## config.mk

```make
export PLATFORM = sky130hd
export DESIGN_NAME = nsl_top
export DESIGN_NICKNAME = d
export VERILOG_FILES = /design/src/rtl/nsl_pkg.sv /design/src/rtl/nsl_burst.sv /design/src/rtl/nsl_top.sv
export SDC_FILE = /design/constraint.sdc
export NUM_CORES = 1
export LEC_CHECK = 0
export BUFFER_PORTS_ARGS = -buffer_cell sky130_fd_sc_hd__buf_2
export CAP_MARGIN = 30
export CORE_MARGIN = 8
export CORE_UTILIZATION = 59
export CTS_CLUSTER_DIAMETER = 200
export DETAILED_ROUTE_END_ITERATION = 12
export HOLD_SLACK_MARGIN = 0.05
export PLACE_DENSITY_LB_ADDON = 0.08
export SKIP_CTS_REPAIR_TIMING = 1
export SYNTH_ARGS = -nofsm -noshare
export SYNTH_HDL_FRONTEND = slang
export SYNTH_SLANG_ARGS = --single-unit
export TNS_END_PERCENT = 5
```

## constraint.sdc

```tcl
create_clock -name CLK_SYS_I -period 7 [get_ports CLK_SYS_I]
set_clock_uncertainty 0.05 [all_clocks]
set_input_delay 0.7 -clock CLK_SYS_I [delete_from_list [all_inputs] [get_ports CLK_SYS_I]]
set_output_delay 0.7 -clock CLK_SYS_I [all_outputs]
set_load 0.005 [all_outputs]
```

## src/rtl/nsl_pkg.sv

```systemverilog
// shared constants and types for the sensor shutdown, mode and lift calibration block
package nsl_pkg;
  localparam int          AXI_AW         = 12;
  localparam int          AXI_DW         = 32;
  localparam int          IDX_LSB        = 2;
  localparam int          IDX_MSB        = 8;
  localparam int          MAP_MSB        = 11;
  localparam logic [2:0]  MAP_HI_ZERO    = 3'h0;
  // register indices: byte address is four times the index
  localparam logic [6:0]  REG_MOTION     = 7'h02;
  localparam logic [6:0]  REG_BURST      = 7'h16;
  localparam logic [6:0]  REG_PWRUP      = 7'h3a;
  localparam logic [6:0]  REG_SHUTDOWN   = 7'h3b;
  localparam logic [6:0]  REG_PERF       = 7'h40;
  localparam logic [6:0]  REG_CAL_CTRL   = 7'h40;
  localparam logic [6:0]  REG_CAL_STATUS = 7'h4c;
  localparam logic [6:0]  REG_LIFT_A     = 7'h4d;
  localparam logic [6:0]  REG_LIFT_CFG   = 7'h4e;
  localparam logic [6:0]  REG_BANK       = 7'h7f;
  localparam logic [7:0]  BANK_MAIN      = 8'h00;
  localparam logic [7:0]  BANK_CAL       = 8'h04;
  localparam logic [7:0]  BANK_LIFT      = 8'h0c;
  localparam logic [7:0]  VAL_SHUTDOWN   = 8'hb6;
  localparam logic [7:0]  VAL_PWRUP      = 8'h5a;
  localparam logic [7:0]  VAL_CAL_START  = 8'hc1;
  localparam logic [7:0]  VAL_CAL_STOP   = 8'h40;
  localparam logic [7:0]  RST_PERF       = 8'h00;
  localparam logic [7:0]  RST_LIFT_CFG   = 8'h08;
  localparam logic [7:0]  RST_BANK       = 8'h00;
  localparam logic [7:0]  RST_LIFT_A     = 8'h00;
  localparam int          LIFT_2MM_BIT   = 0;
  localparam int          MODE_W         = 2;
  localparam logic [3:0]  CAL_IDLE       = 4'h0;
  localparam logic [3:0]  CAL_FAIL       = 4'h1;
  localparam logic [3:0]  CAL_OK         = 4'h5;
  localparam logic [3:0]  BURST_LAST     = 4'he;
  localparam int          MOT_BIT        = 7;
  localparam int          LIFT_BIT       = 3;
  localparam logic [1:0]  RESP_OKAY      = 2'h0;
  localparam logic [1:0]  RESP_SLVERR    = 2'h2;

  typedef struct packed {
    logic        motion;
    logic        lifted;
    logic [1:0]  op_mode;
    logic [7:0]  observation;
    logic [15:0] delta_x;
    logic [15:0] delta_y;
    logic [7:0]  quality;
    logic [7:0]  pixel_sum;
    logic [7:0]  pixel_max;
    logic [7:0]  pixel_min;
    logic [15:0] shutter;
    logic [7:0]  surface_quality_alt;
  } nsl_frame_t;

  typedef enum logic [0:0] {CS_IDLE, CS_RUN} nsl_cal_state_t;

  function automatic logic [7:0] nsl_motion_byte(input nsl_frame_t f);
    logic [7:0] b;
    b           = 8'h00;
    b[MOT_BIT]  = f.motion;
    b[LIFT_BIT] = f.lifted;
    b[1:0]      = f.op_mode;
    return b;
  endfunction : nsl_motion_byte
endpackage : nsl_pkg

```

## src/rtl/nsl_burst.sv

```systemverilog
// burst report sequencer: one report byte per read of the burst register
module nsl_burst
  import nsl_pkg::*;
(
  input  wire logic       clk_i,
  input  wire logic       srst_i,
  input  wire nsl_frame_t frame_i,
  input  wire logic       adv_i,
  input  wire logic       restart_i,
  output logic [7:0]      byte_o
);
  logic [3:0] idx_q, idx_d;
  nsl_frame_t snap_q, snap_d;

  function automatic logic [7:0] burst_byte(input logic [3:0] i, input nsl_frame_t f);
    logic [7:0] b;
    b = 8'h00;
    unique case (i)
      4'h0:    b = nsl_motion_byte(f);
      4'h1:    b = f.observation;
      4'h2:    b = f.delta_x[7:0];
      4'h3:    b = f.delta_x[15:8];
      4'h4:    b = f.delta_y[7:0];
      4'h5:    b = f.delta_y[15:8];
      4'h6:    b = f.quality;
      4'h7:    b = f.pixel_sum;
      4'h8:    b = f.pixel_max;
      4'h9:    b = f.pixel_min;
      4'ha:    b = f.shutter[15:8];
      4'hb:    b = f.shutter[7:0];
      4'he:    b = f.surface_quality_alt;
      default: b = 8'h00;
    endcase
    return b;
  endfunction : burst_byte

  // byte 0 is live; the rest come from a snapshot so one report stays coherent
  always_comb begin
    idx_d  = idx_q;
    snap_d = snap_q;
    if (restart_i) begin
      idx_d = 4'h0;
    end else if (adv_i) begin
      if (idx_q == 4'h0) begin
        snap_d = frame_i;
      end
      idx_d = (idx_q == BURST_LAST) ? 4'h0 : 4'(idx_q + 4'h1);
    end
  end

  always_ff @(posedge clk_i) begin
    if (srst_i) begin
      idx_q  <= 4'h0;
      snap_q <= '0;
    end else begin
      idx_q  <= idx_d;
      snap_q <= snap_d;
    end
  end

  assign byte_o = burst_byte(idx_q, (idx_q == 4'h0) ? frame_i : snap_q);
endmodule : nsl_burst

```

## src/rtl/nsl_top.sv

```systemverilog
// sensor control core: shutdown, performance mode, lift config and calibration over axi4-lite
// Notes on behaviour
// - writing 0xb6 to register 0x3b puts the sensor into shutdown.
// - in shutdown every selected command except the power-up write is discarded.
// - clock and data are ignored while select is high, functional while low.
// - after power-up the sensor runs in high performance mode.
// - lift cut-off of 1mm or 2mm for all surfaces, 1mm after power-up.
// - calibration result sits in 0x4c bits 3:0, 5 success, else failure.
// - burst report byte order ends with alternate quality at byte 14.
// - banked registers reached by bank write to 0x7f, access, then 0x00.
//
// Local design decisions: the register offsets and the AXI4-Lite slave port.
module nsl_top
  import nsl_pkg::*;
#(
  parameter int CAL_MIN_FRAMES = 16,
  parameter int CNT_W          = 16
) (
  input  wire logic              CLK_SYS_I,
  input  wire logic              SRST_I,
  input  wire logic              HARD_RESET_N_I,
  input  wire logic              SENSOR_SELECT_N_I,
  input  wire logic              FRAME_VALID_I,
  input  wire nsl_frame_t        SENSOR_FRAME_I,
  input  wire logic [AXI_AW-1:0] AXI_AWADDR_I,
  input  wire logic              AXI_AWVALID_I,
  output logic                   AXI_AWREADY_O,
  input  wire logic [AXI_DW-1:0] AXI_WDATA_I,
  input  wire logic [3:0]        AXI_WSTRB_I,
  input  wire logic              AXI_WVALID_I,
  output logic                   AXI_WREADY_O,
  output logic [1:0]             AXI_BRESP_O,
  output logic                   AXI_BVALID_O,
  input  wire logic              AXI_BREADY_I,
  input  wire logic [AXI_AW-1:0] AXI_ARADDR_I,
  input  wire logic              AXI_ARVALID_I,
  output logic                   AXI_ARREADY_O,
  output logic [AXI_DW-1:0]      AXI_RDATA_O,
  output logic [1:0]             AXI_RRESP_O,
  output logic                   AXI_RVALID_O,
  input  wire logic              AXI_RREADY_I,
  output logic [MODE_W-1:0]      PERF_MODE_O,
  output logic                   SHUTDOWN_O,
  output logic                   LIFT_2MM_O,
  output logic                   CAL_ACTIVE_O
);
  localparam logic [CNT_W-1:0] CNT_MIN = CNT_W'(CAL_MIN_FRAMES);
  localparam logic [CNT_W-1:0] CNT_MAX = '1;

  // write channel state
  logic             aw_have_q, aw_have_d, w_have_q, w_have_d;
  logic             awready_q, awready_d, wready_q, wready_d;
  logic             bvalid_q, bvalid_d;
  logic [1:0]       bresp_q, bresp_d;
  logic [6:0]       aw_idx_q, aw_idx_d;
  logic             aw_ok_q, aw_ok_d;
  logic [7:0]       w_byte_q, w_byte_d;
  logic             w_en_q, w_en_d;
  // read channel state
  logic             arready_q, arready_d, rvalid_q, rvalid_d;
  logic [AXI_DW-1:0] rdata_q, rdata_d;
  logic [1:0]       rresp_q, rresp_d;
  // device registers
  logic             shutdown_q, shutdown_d;
  logic [7:0]       bank_q, bank_d, perf_q, perf_d, lift_cfg_q, lift_cfg_d;
  // calibration
  nsl_cal_state_t   cal_st_q, cal_st_d;
  logic             cal_act_q, cal_act_d;
  logic [CNT_W-1:0] cnt_q, cnt_d;
  logic [7:0]       peak_q, peak_d, lift_a_q, lift_a_d;
  logic [3:0]       status_q, status_d;

  logic             do_wr, wr_eff, pwrup_cmd, powerup, cal_start, cal_stop;
  logic             ar_take, rd_eff, burst_adv, burst_restart;
  logic [6:0]       ar_idx;
  logic [7:0]       burst_byte, rd_byte;

  function automatic logic addr_mapped(input logic [AXI_AW-1:0] a);
    return a[MAP_MSB:IDX_MSB+1] == MAP_HI_ZERO;
  endfunction : addr_mapped

  function automatic logic hit(input logic [6:0] idx, input logic [7:0] bank,
                               input logic [6:0] ridx, input logic [7:0] rbank);
    return (idx == ridx) && (bank == rbank);
  endfunction : hit

  // write path: address and data taken in either order, one response after both
  always_comb begin
    aw_have_d = aw_have_q;
    w_have_d  = w_have_q;
    aw_idx_d  = aw_idx_q;
    aw_ok_d   = aw_ok_q;
    w_byte_d  = w_byte_q;
    w_en_d    = w_en_q;
    bvalid_d  = bvalid_q;
    bresp_d   = bresp_q;
    do_wr     = aw_have_q && w_have_q && !bvalid_q;
    if (AXI_AWVALID_I && awready_q) begin
      aw_have_d = 1'b1;
      aw_idx_d  = AXI_AWADDR_I[IDX_MSB:IDX_LSB];
      aw_ok_d   = addr_mapped(AXI_AWADDR_I);
    end
    if (AXI_WVALID_I && wready_q) begin
      w_have_d = 1'b1;
      w_byte_d = AXI_WDATA_I[7:0];
      w_en_d   = AXI_WSTRB_I[0];
    end
    if (do_wr) begin
      aw_have_d = 1'b0;
      w_have_d  = 1'b0;
      bvalid_d  = 1'b1;
      bresp_d   = aw_ok_q ? RESP_OKAY : RESP_SLVERR;
    end else if (bvalid_q && AXI_BREADY_I) begin
      bvalid_d = 1'b0;
    end
    awready_d = !aw_have_d && !bvalid_d;
    wready_d  = !w_have_d && !bvalid_d;
  end

  // select high leaves the port deaf: the access is answered but has no effect
  assign wr_eff    = do_wr && aw_ok_q && w_en_q && !SENSOR_SELECT_N_I;
  assign pwrup_cmd = wr_eff && aw_idx_q == REG_PWRUP && w_byte_q == VAL_PWRUP;
  assign powerup   = pwrup_cmd || !HARD_RESET_N_I;
  assign cal_start = wr_eff && !shutdown_q && hit(aw_idx_q, bank_q, REG_CAL_CTRL, BANK_CAL)
                     && w_byte_q == VAL_CAL_START;
  assign cal_stop  = wr_eff && !shutdown_q && hit(aw_idx_q, bank_q, REG_CAL_CTRL, BANK_CAL)
                     && w_byte_q == VAL_CAL_STOP;
  assign burst_restart = wr_eff && !shutdown_q && hit(aw_idx_q, bank_q, REG_BURST, BANK_MAIN);

  // device registers
  always_comb begin
    shutdown_d = shutdown_q;
    bank_d     = bank_q;
    perf_d     = perf_q;
    lift_cfg_d = lift_cfg_q;
    if (powerup) begin
      shutdown_d = 1'b0;
      bank_d     = RST_BANK;
      perf_d     = RST_PERF;
      lift_cfg_d = RST_LIFT_CFG;
    end else if (wr_eff && !shutdown_q) begin
      if (aw_idx_q == REG_BANK) begin
        bank_d = w_byte_q;
      end
      if (aw_idx_q == REG_SHUTDOWN && w_byte_q == VAL_SHUTDOWN) begin
        shutdown_d = 1'b1;
      end
      if (hit(aw_idx_q, bank_q, REG_PERF, BANK_MAIN)) begin
        perf_d = w_byte_q;
      end
      if (hit(aw_idx_q, bank_q, REG_LIFT_CFG, BANK_LIFT)) begin
        lift_cfg_d = w_byte_q;
      end
    end
  end

  // calibration: counts frames seen while running, keeps peak quality as parameter a
  always_comb begin
    cal_st_d = cal_st_q;
    cnt_d    = cnt_q;
    peak_d   = peak_q;
    status_d = status_q;
    lift_a_d = lift_a_q;
    if (powerup) begin
      cal_st_d = CS_IDLE;
      cnt_d    = '0;
      peak_d   = 8'h00;
      status_d = CAL_IDLE;
      lift_a_d = RST_LIFT_A;
    end else begin
      unique case (cal_st_q)
        CS_IDLE: begin
          if (cal_start) begin
            cal_st_d = CS_RUN;
            cnt_d    = '0;
            peak_d   = 8'h00;
            status_d = CAL_IDLE;
          end
        end
        CS_RUN: begin
          if (FRAME_VALID_I) begin
            cnt_d  = (cnt_q == CNT_MAX) ? cnt_q : CNT_W'(cnt_q + 1'b1);
            peak_d = (SENSOR_FRAME_I.quality > peak_q) ? SENSOR_FRAME_I.quality : peak_q;
          end
          if (cal_stop) begin
            cal_st_d = CS_IDLE;
            status_d = (cnt_d >= CNT_MIN) ? CAL_OK : CAL_FAIL;
            lift_a_d = peak_d;
          end
        end
      endcase
    end
    cal_act_d = (cal_st_d == CS_RUN);
  end

  // read path: one register per request, answered the cycle after it is taken
  assign ar_take   = AXI_ARVALID_I && arready_q;
  assign ar_idx    = AXI_ARADDR_I[IDX_MSB:IDX_LSB];
  assign rd_eff    = ar_take && addr_mapped(AXI_ARADDR_I) && !SENSOR_SELECT_N_I && !shutdown_q;
  assign burst_adv = rd_eff && hit(ar_idx, bank_q, REG_BURST, BANK_MAIN);

  always_comb begin
    rd_byte = 8'h00;
    if (ar_idx == REG_BANK) begin
      rd_byte = bank_q;
    end else if (hit(ar_idx, bank_q, REG_MOTION, BANK_MAIN)) begin
      rd_byte = nsl_motion_byte(SENSOR_FRAME_I);
    end else if (hit(ar_idx, bank_q, REG_BURST, BANK_MAIN)) begin
      rd_byte = burst_byte;
    end else if (hit(ar_idx, bank_q, REG_PERF, BANK_MAIN)) begin
      rd_byte = perf_q;
    end else if (hit(ar_idx, bank_q, REG_CAL_STATUS, BANK_CAL)) begin
      rd_byte = {4'h0, status_q};
    end else if (hit(ar_idx, bank_q, REG_LIFT_A, BANK_CAL)) begin
      rd_byte = lift_a_q;
    end else if (hit(ar_idx, bank_q, REG_LIFT_CFG, BANK_LIFT)) begin
      rd_byte = lift_cfg_q;
    end
    arready_d = arready_q;
    rvalid_d  = rvalid_q;
    rdata_d   = rdata_q;
    rresp_d   = rresp_q;
    if (ar_take) begin
      arready_d = 1'b0;
      rvalid_d  = 1'b1;
      rdata_d   = rd_eff ? {24'h000000, rd_byte} : '0;
      rresp_d   = addr_mapped(AXI_ARADDR_I) ? RESP_OKAY : RESP_SLVERR;
    end else if (rvalid_q && AXI_RREADY_I) begin
      rvalid_d  = 1'b0;
      arready_d = 1'b1;
    end else if (!rvalid_q) begin
      arready_d = 1'b1;
    end
  end

  nsl_burst u_burst (
    .clk_i     (CLK_SYS_I),
    .srst_i    (SRST_I || powerup),
    .frame_i   (SENSOR_FRAME_I),
    .adv_i     (burst_adv),
    .restart_i (burst_restart),
    .byte_o    (burst_byte)
  );

  always_ff @(posedge CLK_SYS_I) begin
    if (SRST_I) begin
      aw_have_q <= 1'b0; w_have_q <= 1'b0; awready_q <= 1'b0; wready_q <= 1'b0;
      bvalid_q  <= 1'b0; bresp_q <= RESP_OKAY; aw_idx_q <= 7'h00; aw_ok_q <= 1'b0;
      w_byte_q  <= 8'h00; w_en_q <= 1'b0;
      arready_q <= 1'b0; rvalid_q <= 1'b0; rdata_q <= '0; rresp_q <= RESP_OKAY;
      shutdown_q <= 1'b0; bank_q <= RST_BANK; perf_q <= RST_PERF; lift_cfg_q <= RST_LIFT_CFG;
      cal_st_q  <= CS_IDLE; cal_act_q <= 1'b0; cnt_q <= '0; peak_q <= 8'h00;
      status_q  <= CAL_IDLE; lift_a_q <= RST_LIFT_A;
    end else begin
      aw_have_q <= aw_have_d; w_have_q <= w_have_d; awready_q <= awready_d; wready_q <= wready_d;
      bvalid_q  <= bvalid_d; bresp_q <= bresp_d; aw_idx_q <= aw_idx_d; aw_ok_q <= aw_ok_d;
      w_byte_q  <= w_byte_d; w_en_q <= w_en_d;
      arready_q <= arready_d; rvalid_q <= rvalid_d; rdata_q <= rdata_d; rresp_q <= rresp_d;
      shutdown_q <= shutdown_d; bank_q <= bank_d; perf_q <= perf_d; lift_cfg_q <= lift_cfg_d;
      cal_st_q  <= cal_st_d; cal_act_q <= cal_act_d; cnt_q <= cnt_d; peak_q <= peak_d;
      status_q  <= status_d; lift_a_q <= lift_a_d;
    end
  end

  assign AXI_AWREADY_O = awready_q;
  assign AXI_WREADY_O  = wready_q;
  assign AXI_BVALID_O  = bvalid_q;
  assign AXI_BRESP_O   = bresp_q;
  assign AXI_ARREADY_O = arready_q;
  assign AXI_RVALID_O  = rvalid_q;
  assign AXI_RDATA_O   = rdata_q;
  assign AXI_RRESP_O   = rresp_q;
  assign PERF_MODE_O   = perf_q[MODE_W-1:0];
  assign SHUTDOWN_O    = shutdown_q;
  assign LIFT_2MM_O    = lift_cfg_q[LIFT_2MM_BIT];
  assign CAL_ACTIVE_O  = cal_act_q;
endmodule : nsl_top

```

After elaboration in Yosys (flattened, before gate mapping)
Cells that the tools add are included.

Word-level logic and storage cells: 175. Output and inout bits: 46. Bits of input ports: 170. Register bits after elaboration: 226.

Bitwise logic cells: 2. Add/subtract/negate cells: 2. Reduce and logical (&&, ||, !) cells: 58. Order comparisons: 2. Eq/ne operators: 35. Multiplexer cells: 40.

Operators with widths (number): 8-bit one-hot mux with 13 select lines (1); 100-bit two-way mux (1); 8-bit two-way mux (11); 16-bit two-way mux (5); 7-bit == test (second input constant) (8); 1-bit logical AND (34); 16-bit one-hot mux with 2 select lines (1); 4-bit == test (second input constant) (5); 16-bit by 1-bit adder with 16-bit output (second input constant) (1); 16-bit == test (second input constant) (1); 4-bit by 3-bit == test with 1-bit output (second input constant) (4); 8-bit by 7-bit == test with 1-bit output (second input constant) (2); 8-bit == test (second input constant) (2); 16-bit by 5-bit greater-or-equal comparator with 1-bit output (second input constant) (1); 8-bit one-hot mux with 2 select lines (1); 7-bit by 5-bit == test with 1-bit output (second input constant) (2); 7-bit by 6-bit == test with 1-bit output (second input constant) (2); 2-bit AND reduction (7); 1-bit two-way mux (12); 4-bit two-way mux (3); 4-bit by 2-bit == test with 1-bit output (second input constant) (2); 8-bit by 3-bit == test with 1-bit output (second input constant) (1); 8-bit by 4-bit == test with 1-bit output (second input constant) (1); 8-bit > comparator (1); 17 further kinds (30).

Logic depth before layout (Yosys ltp)
Depth in word-level cells: 13. Depth in mapped cells: 9.

Hierarchy
From an unflattened synthesis, not the netlist that was laid out.

Cell total of the unflattened synthesis: 1181. Area, all modules: 9664.3 sq um.

Modules (own cells, without submodules): nsl_top (cells an instance 599, area an instance 5048.6 sq um, instances 1); nsl_burst (cells an instance 582, area an instance 4615.7 sq um, instances 1).

Worst setup path after synthesis
OpenSTA, ideal clock, no wires.

Path type: input -> register. Start: in SENSOR_FRAME_I[48] in the netlist's numbering. End: reg lift_a_q[6]. Data arrival time: 2.334 ns. Stages: 9. Slack: 4.482 ns. Library setup time: 0.134 ns. Path through: inv_1 -> ha_1 -> nand4_1 -> or3b_1 -> a21o_1 -> nand2_1 -> buf_2 -> mux2i_1 -> a211oi_1.

Word-level cells in the longest chain between the ends: 3.

Ends and longest elaborated chain: start, declared (RTL line nsl_top.sv:24) `input wire nsl_frame_t SENSOR_FRAME_I,`; 8-bit > comparator (RTL line nsl_top.sv:183) `peak_d = (SENSOR_FRAME_I.quality > peak_q) ? SENSOR_FRAME_I.quality : peak_q;`; 8-bit two-way mux (RTL line nsl_top.sv:183); 8-bit two-way mux (RTL line nsl_top.sv:181) `if (FRAME_VALID_I) begin`; end signal, assigned (RTL line nsl_top.sv:261) `status_q <= status_d; lift_a_q <= lift_a_d;`; end, declared (RTL line nsl_top.sv:70) `logic [7:0] peak_q, peak_d, lift_a_q, lift_a_d;`.

No other way between the ends. A chain may end at the register's enable or synchronous reset.

Worst setup path in the final report
Start: reg u_burst.idx_q[3]. End: reg rdata_q[0], in the netlist AXI_RDATA_O[0].

Word-level cells in the longest chain between the ends: 7. Elaborated cells between the ends (all ways): 19. Classes of those cells: eq/ne (12); mux (6); reduce/logical (1).

Ends and longest elaborated chain: start, declared (RTL line nsl_burst.sv:12) `logic [3:0] idx_q, idx_d;`; start signal, assigned (RTL line nsl_burst.sv:56) `idx_q <= idx_d;`; 4-bit logical NOT (RTL line nsl_burst.sv:18, nsl_burst.sv:61); 100-bit two-way mux; 8-bit one-hot mux with 13 select lines (*) (RTL line nsl_burst.sv:18) `unique case (i)`; 8-bit two-way mux (*) (RTL line nsl_top.sv:208) `end else if (hit(ar_idx, bank_q, REG_BURST, BANK_MAIN)) begin`; 8-bit two-way mux (*) (RTL line nsl_top.sv:206) `end else if (hit(ar_idx, bank_q, REG_MOTION, BANK_MAIN)) begin`; 8-bit two-way mux (*) (RTL line nsl_top.sv:204) `if (ar_idx == REG_BANK) begin`; 8-bit two-way mux (*) (RTL line nsl_top.sv:226) `rdata_d = rd_eff ? {24'h000000, rd_byte} : '0;`; end signal, assigned (RTL line nsl_top.sv:258) `arready_q <= arready_d; rvalid_q <= rvalid_d; rdata_q <= rdata_d; rresp_q <= rresp_d;`; end, declared (RTL line nsl_top.sv:61) `logic [AXI_DW-1:0] rdata_q, rdata_d;`.

Mark *: on every way between the ends. The rest lies on a longest branch, timed or not.

==> run metrics <==
run status complete, no violations; top post-synthesis cells by count nand2_1, dfxtp_1, a21oi_1, nor2_1, clkbuf_1; most numerous cell in the Yosys netlist nand2_1; number of DRC violations after detailed-routing iteration 0 871; path category of the worst min-delay check flip-flop to flip-flop; share of synthesized cell area in full adder, half adder and majority cells 0.0117; final number of hold-violating endpoints 0; sum of negative setup slack 0 ps; post-layout min period 3020 ps; footprint of the multi-input gates between 0.005 and 0.006 mm2; Synth async-reset ratio 0; num ports 216; synthesis-to-finish area growth 13.0%; fmax 0.331 GHz; setup repair after global routing missed its margin no; count of unique library cells instantiated by Yosys 81; biggest area consumer among synthesized cells dfxtp_1; GPL Wtd Cong 0.918; type of destination of the critical path flip-flop; Post-Route Hold Slack 392 ps; # port buffers 158; height of the chip 144 um; area of the die slightly above 0.02 mm2; Worst VDD drop 176 uV; Inserted Diodes 0; deepest clock path buffer count 2; synthesized area 0.00960 mm2; overall routed net length 27.3 mm; FILL cells 1,433; synthesized-area fraction occupied by ao, oa, aoi and oai cells 0.184; synthesized instance count 1,198; Yosys top cell area share 0.405; type of the worst setup path flip-flop to flip-flop; Cell Count, Final, Fillers Out 1,531; final setup violating endpoints 0; total number of vias 8,971; Setup WS post-layout 3980 ps; antenna violation net count after detailed routing 0; via density per instance 5.86; sequential standard cell area between 0.003 and 0.004 mm2; number of buffers added by the clock tree synthesis step 17; first-pass iteration count of the detailed router 6; final worst-path cycle share 0.432; total number of nets in the final design 1,481; static power due to leakage 3.85 nW; maximum number of pins on one net before global-route repair 97; CP Max Fanout 20; post-place setup slack ~3600 ps; Post-Synthesis Mean Instance Area 8.01 um2; first-pass GRT wire length 42.7 mm; Max-cap violations 0; initial core utilization 0.604; floorplan die width between 100 and 150 um; number of placement rows 46; Pwr per Cell Area 208 mW/mm2; xor-xnor portion of the synthesized cell area 0.00365; area of the placeable core 0.0159 mm2; critical path data required time roughly 7300 ps; number of pins exceeding their max-slew limit in the final report 0; Num Clock Sinks around 190; clock edge transition at the registers on the reported setup and hold paths roughly 70 ps; Overall Global Routing Usage 0.262; routed wirelength normalized by instance count 17.9 um; main area contributors after synthesis dfxtp_1, nand2_1, a21oi_1; dominant combinational cell family by area after synthesis simple AND/OR/NAND/NOR gates; Synth warnings 0; number of global-route vias before repair 8,403; Seq cells post-synth 194; predominant post-synthesis flop cell dfxtp_1; Crit path arrival time between 3000 and 4000 ps; Critical Path Start Type flip-flop; number of enable flip-flop cells after synthesis 0; total grt overflow 0; max_slew headroom 0.288; antenna violations before repair 0; share of synthesized cell area in and, or, nand and nor gates 0.263; HPWL after DPL 19.6 mm; H-tree levels 4; Cell Count Post-Placement 1,499; worst-margin pin slew 1070 ps; clock insertion delay at the later pin of the skew report 430 ps; fraction of synthesized area in multiplexers 0.0605; share of final-layout standard cells stronger than drive strength 1 0.179; CTS tree yes; residual DRC count 0; post-synthesis sequential area ratio 0.405; cell at the root of the clock tree clkbuf_16
[area by class of cell]
| class | instances | area share |
|---|---|---|
| inverters | 20 | 0.00692 |
| multi-input cells | 900 | 0.473 |
| clock buffers | 22 | 0.0428 |
| clock inverters | 10 | 0.0136 |
| well taps | 216 | 0.0249 |
| flip-flops and latches | 194 | 0.358 |
| repair buffers | 169 | 0.0812 |
[layout by cell type, fill, tap and decap left out, drive strengths merged, types with 4 or more instances in the layout]
cell and instances:
a22oi 7, and2 5, a31oi 11, a41oi 4
or2 8, a211oi 12, dfxtp 194, nor4 11
nor3 20, nand2b 4, nor4bb 4, o2bb2ai 7
and3 14, nand4 30, o21ai 23, mux2i 40
nand2 272, mux2 14, and4 6, or4 4
nor3b 8, a32oi 22, clkbuf 22, nor2b 14
ha 9, nand3 26, nor4b 5, clkinv 4
a21oi 142, buf 169, a311oi 5, conb 26
nor2 83, inv 23
[logic make-up (layout without fill, tap and decap cells)]
group / count (synthesis) / in the layout
AND/OR/NAND/NOR: 527 / 527
AO/OA/AOI/OAI: 279 / 279
flip-flops: 194 / 194
buffers and inverters: 129 / 221
multiplexers: 55 / 55
adder cells (fa/ha/maj): 9 / 9
XOR/XNOR: 4 / 4
other: 1 / 26
[metrics by stage]
| step | utilization | total power [mW] | cell area (um2) |
|---|---|---|---|
| after floorplan | - | 1.21 | 9690 |
| after global placement | 0.643 | 1.26 | 10200 |
| after detailed placement | 0.644 | 1.26 | 10200 |
| after CTS | 0.683 | 2.26 | 10800 |
| after global routing | 0.683 | 2.33 | 10800 |
| final | 0.683 | 2.25 | 10800 |
[power by group]
group | switching, mW | internal [mW]
logic | 0.0646 | 0.0489
registers | 0.0111 | 1.11
clock network | 0.430 | 0.587
[critical path, stage by stage (launching register included)]
cell and delay, ps:
dfxtp_1 760, buf_4 350, nor3b_1 890, a22oi_1 200, a21oi_1 210, nor3_1 100
nor3_1 220, a2bb2oi_1 170
[flip-flops by register name, indices dropped and copies added, names as in the netlist, 2 cells and up]
register	cells
AXI_RDATA_O	8
aw_idx_q	7
bank_q	8
cnt_q	16
lift_a_q	8
lift_cfg_q	8
peak_q	8
perf_q	8
status_q	2
u_burst.idx_q	4
u_burst.snap_q	96
w_byte_q	8
[routing by layer]
| metal | vias up | part of all wire | global-route usage |
|---|---|---|---|
| li1 | 4416 | - | - |
| met2 | 359 | 0.48 | 0.432 |
| met3 | 60 | 0.074 | 0.0521 |
| met5 | - | 0 | 0 |
| met1 | 4136 | 0.41 | 0.322 |
| met4 | 0 | 0.035 | 0.123 |
[path summary, 6_finish.rpt]
path	start	end	slack (ps)	cells past startpoint
min reg2reg	AXI_RDATA_O[7]	AXI_RDATA_O[7]	390	2
max	u_burst.idx_q[3]	AXI_RDATA_O[0]	3980	7
min	AXI_RDATA_O[7]	AXI_RDATA_O[7]	390	2
max reg2reg	u_burst.idx_q[3]	AXI_RDATA_O[0]	3980	7
Power figures use the tool's default switching activity.
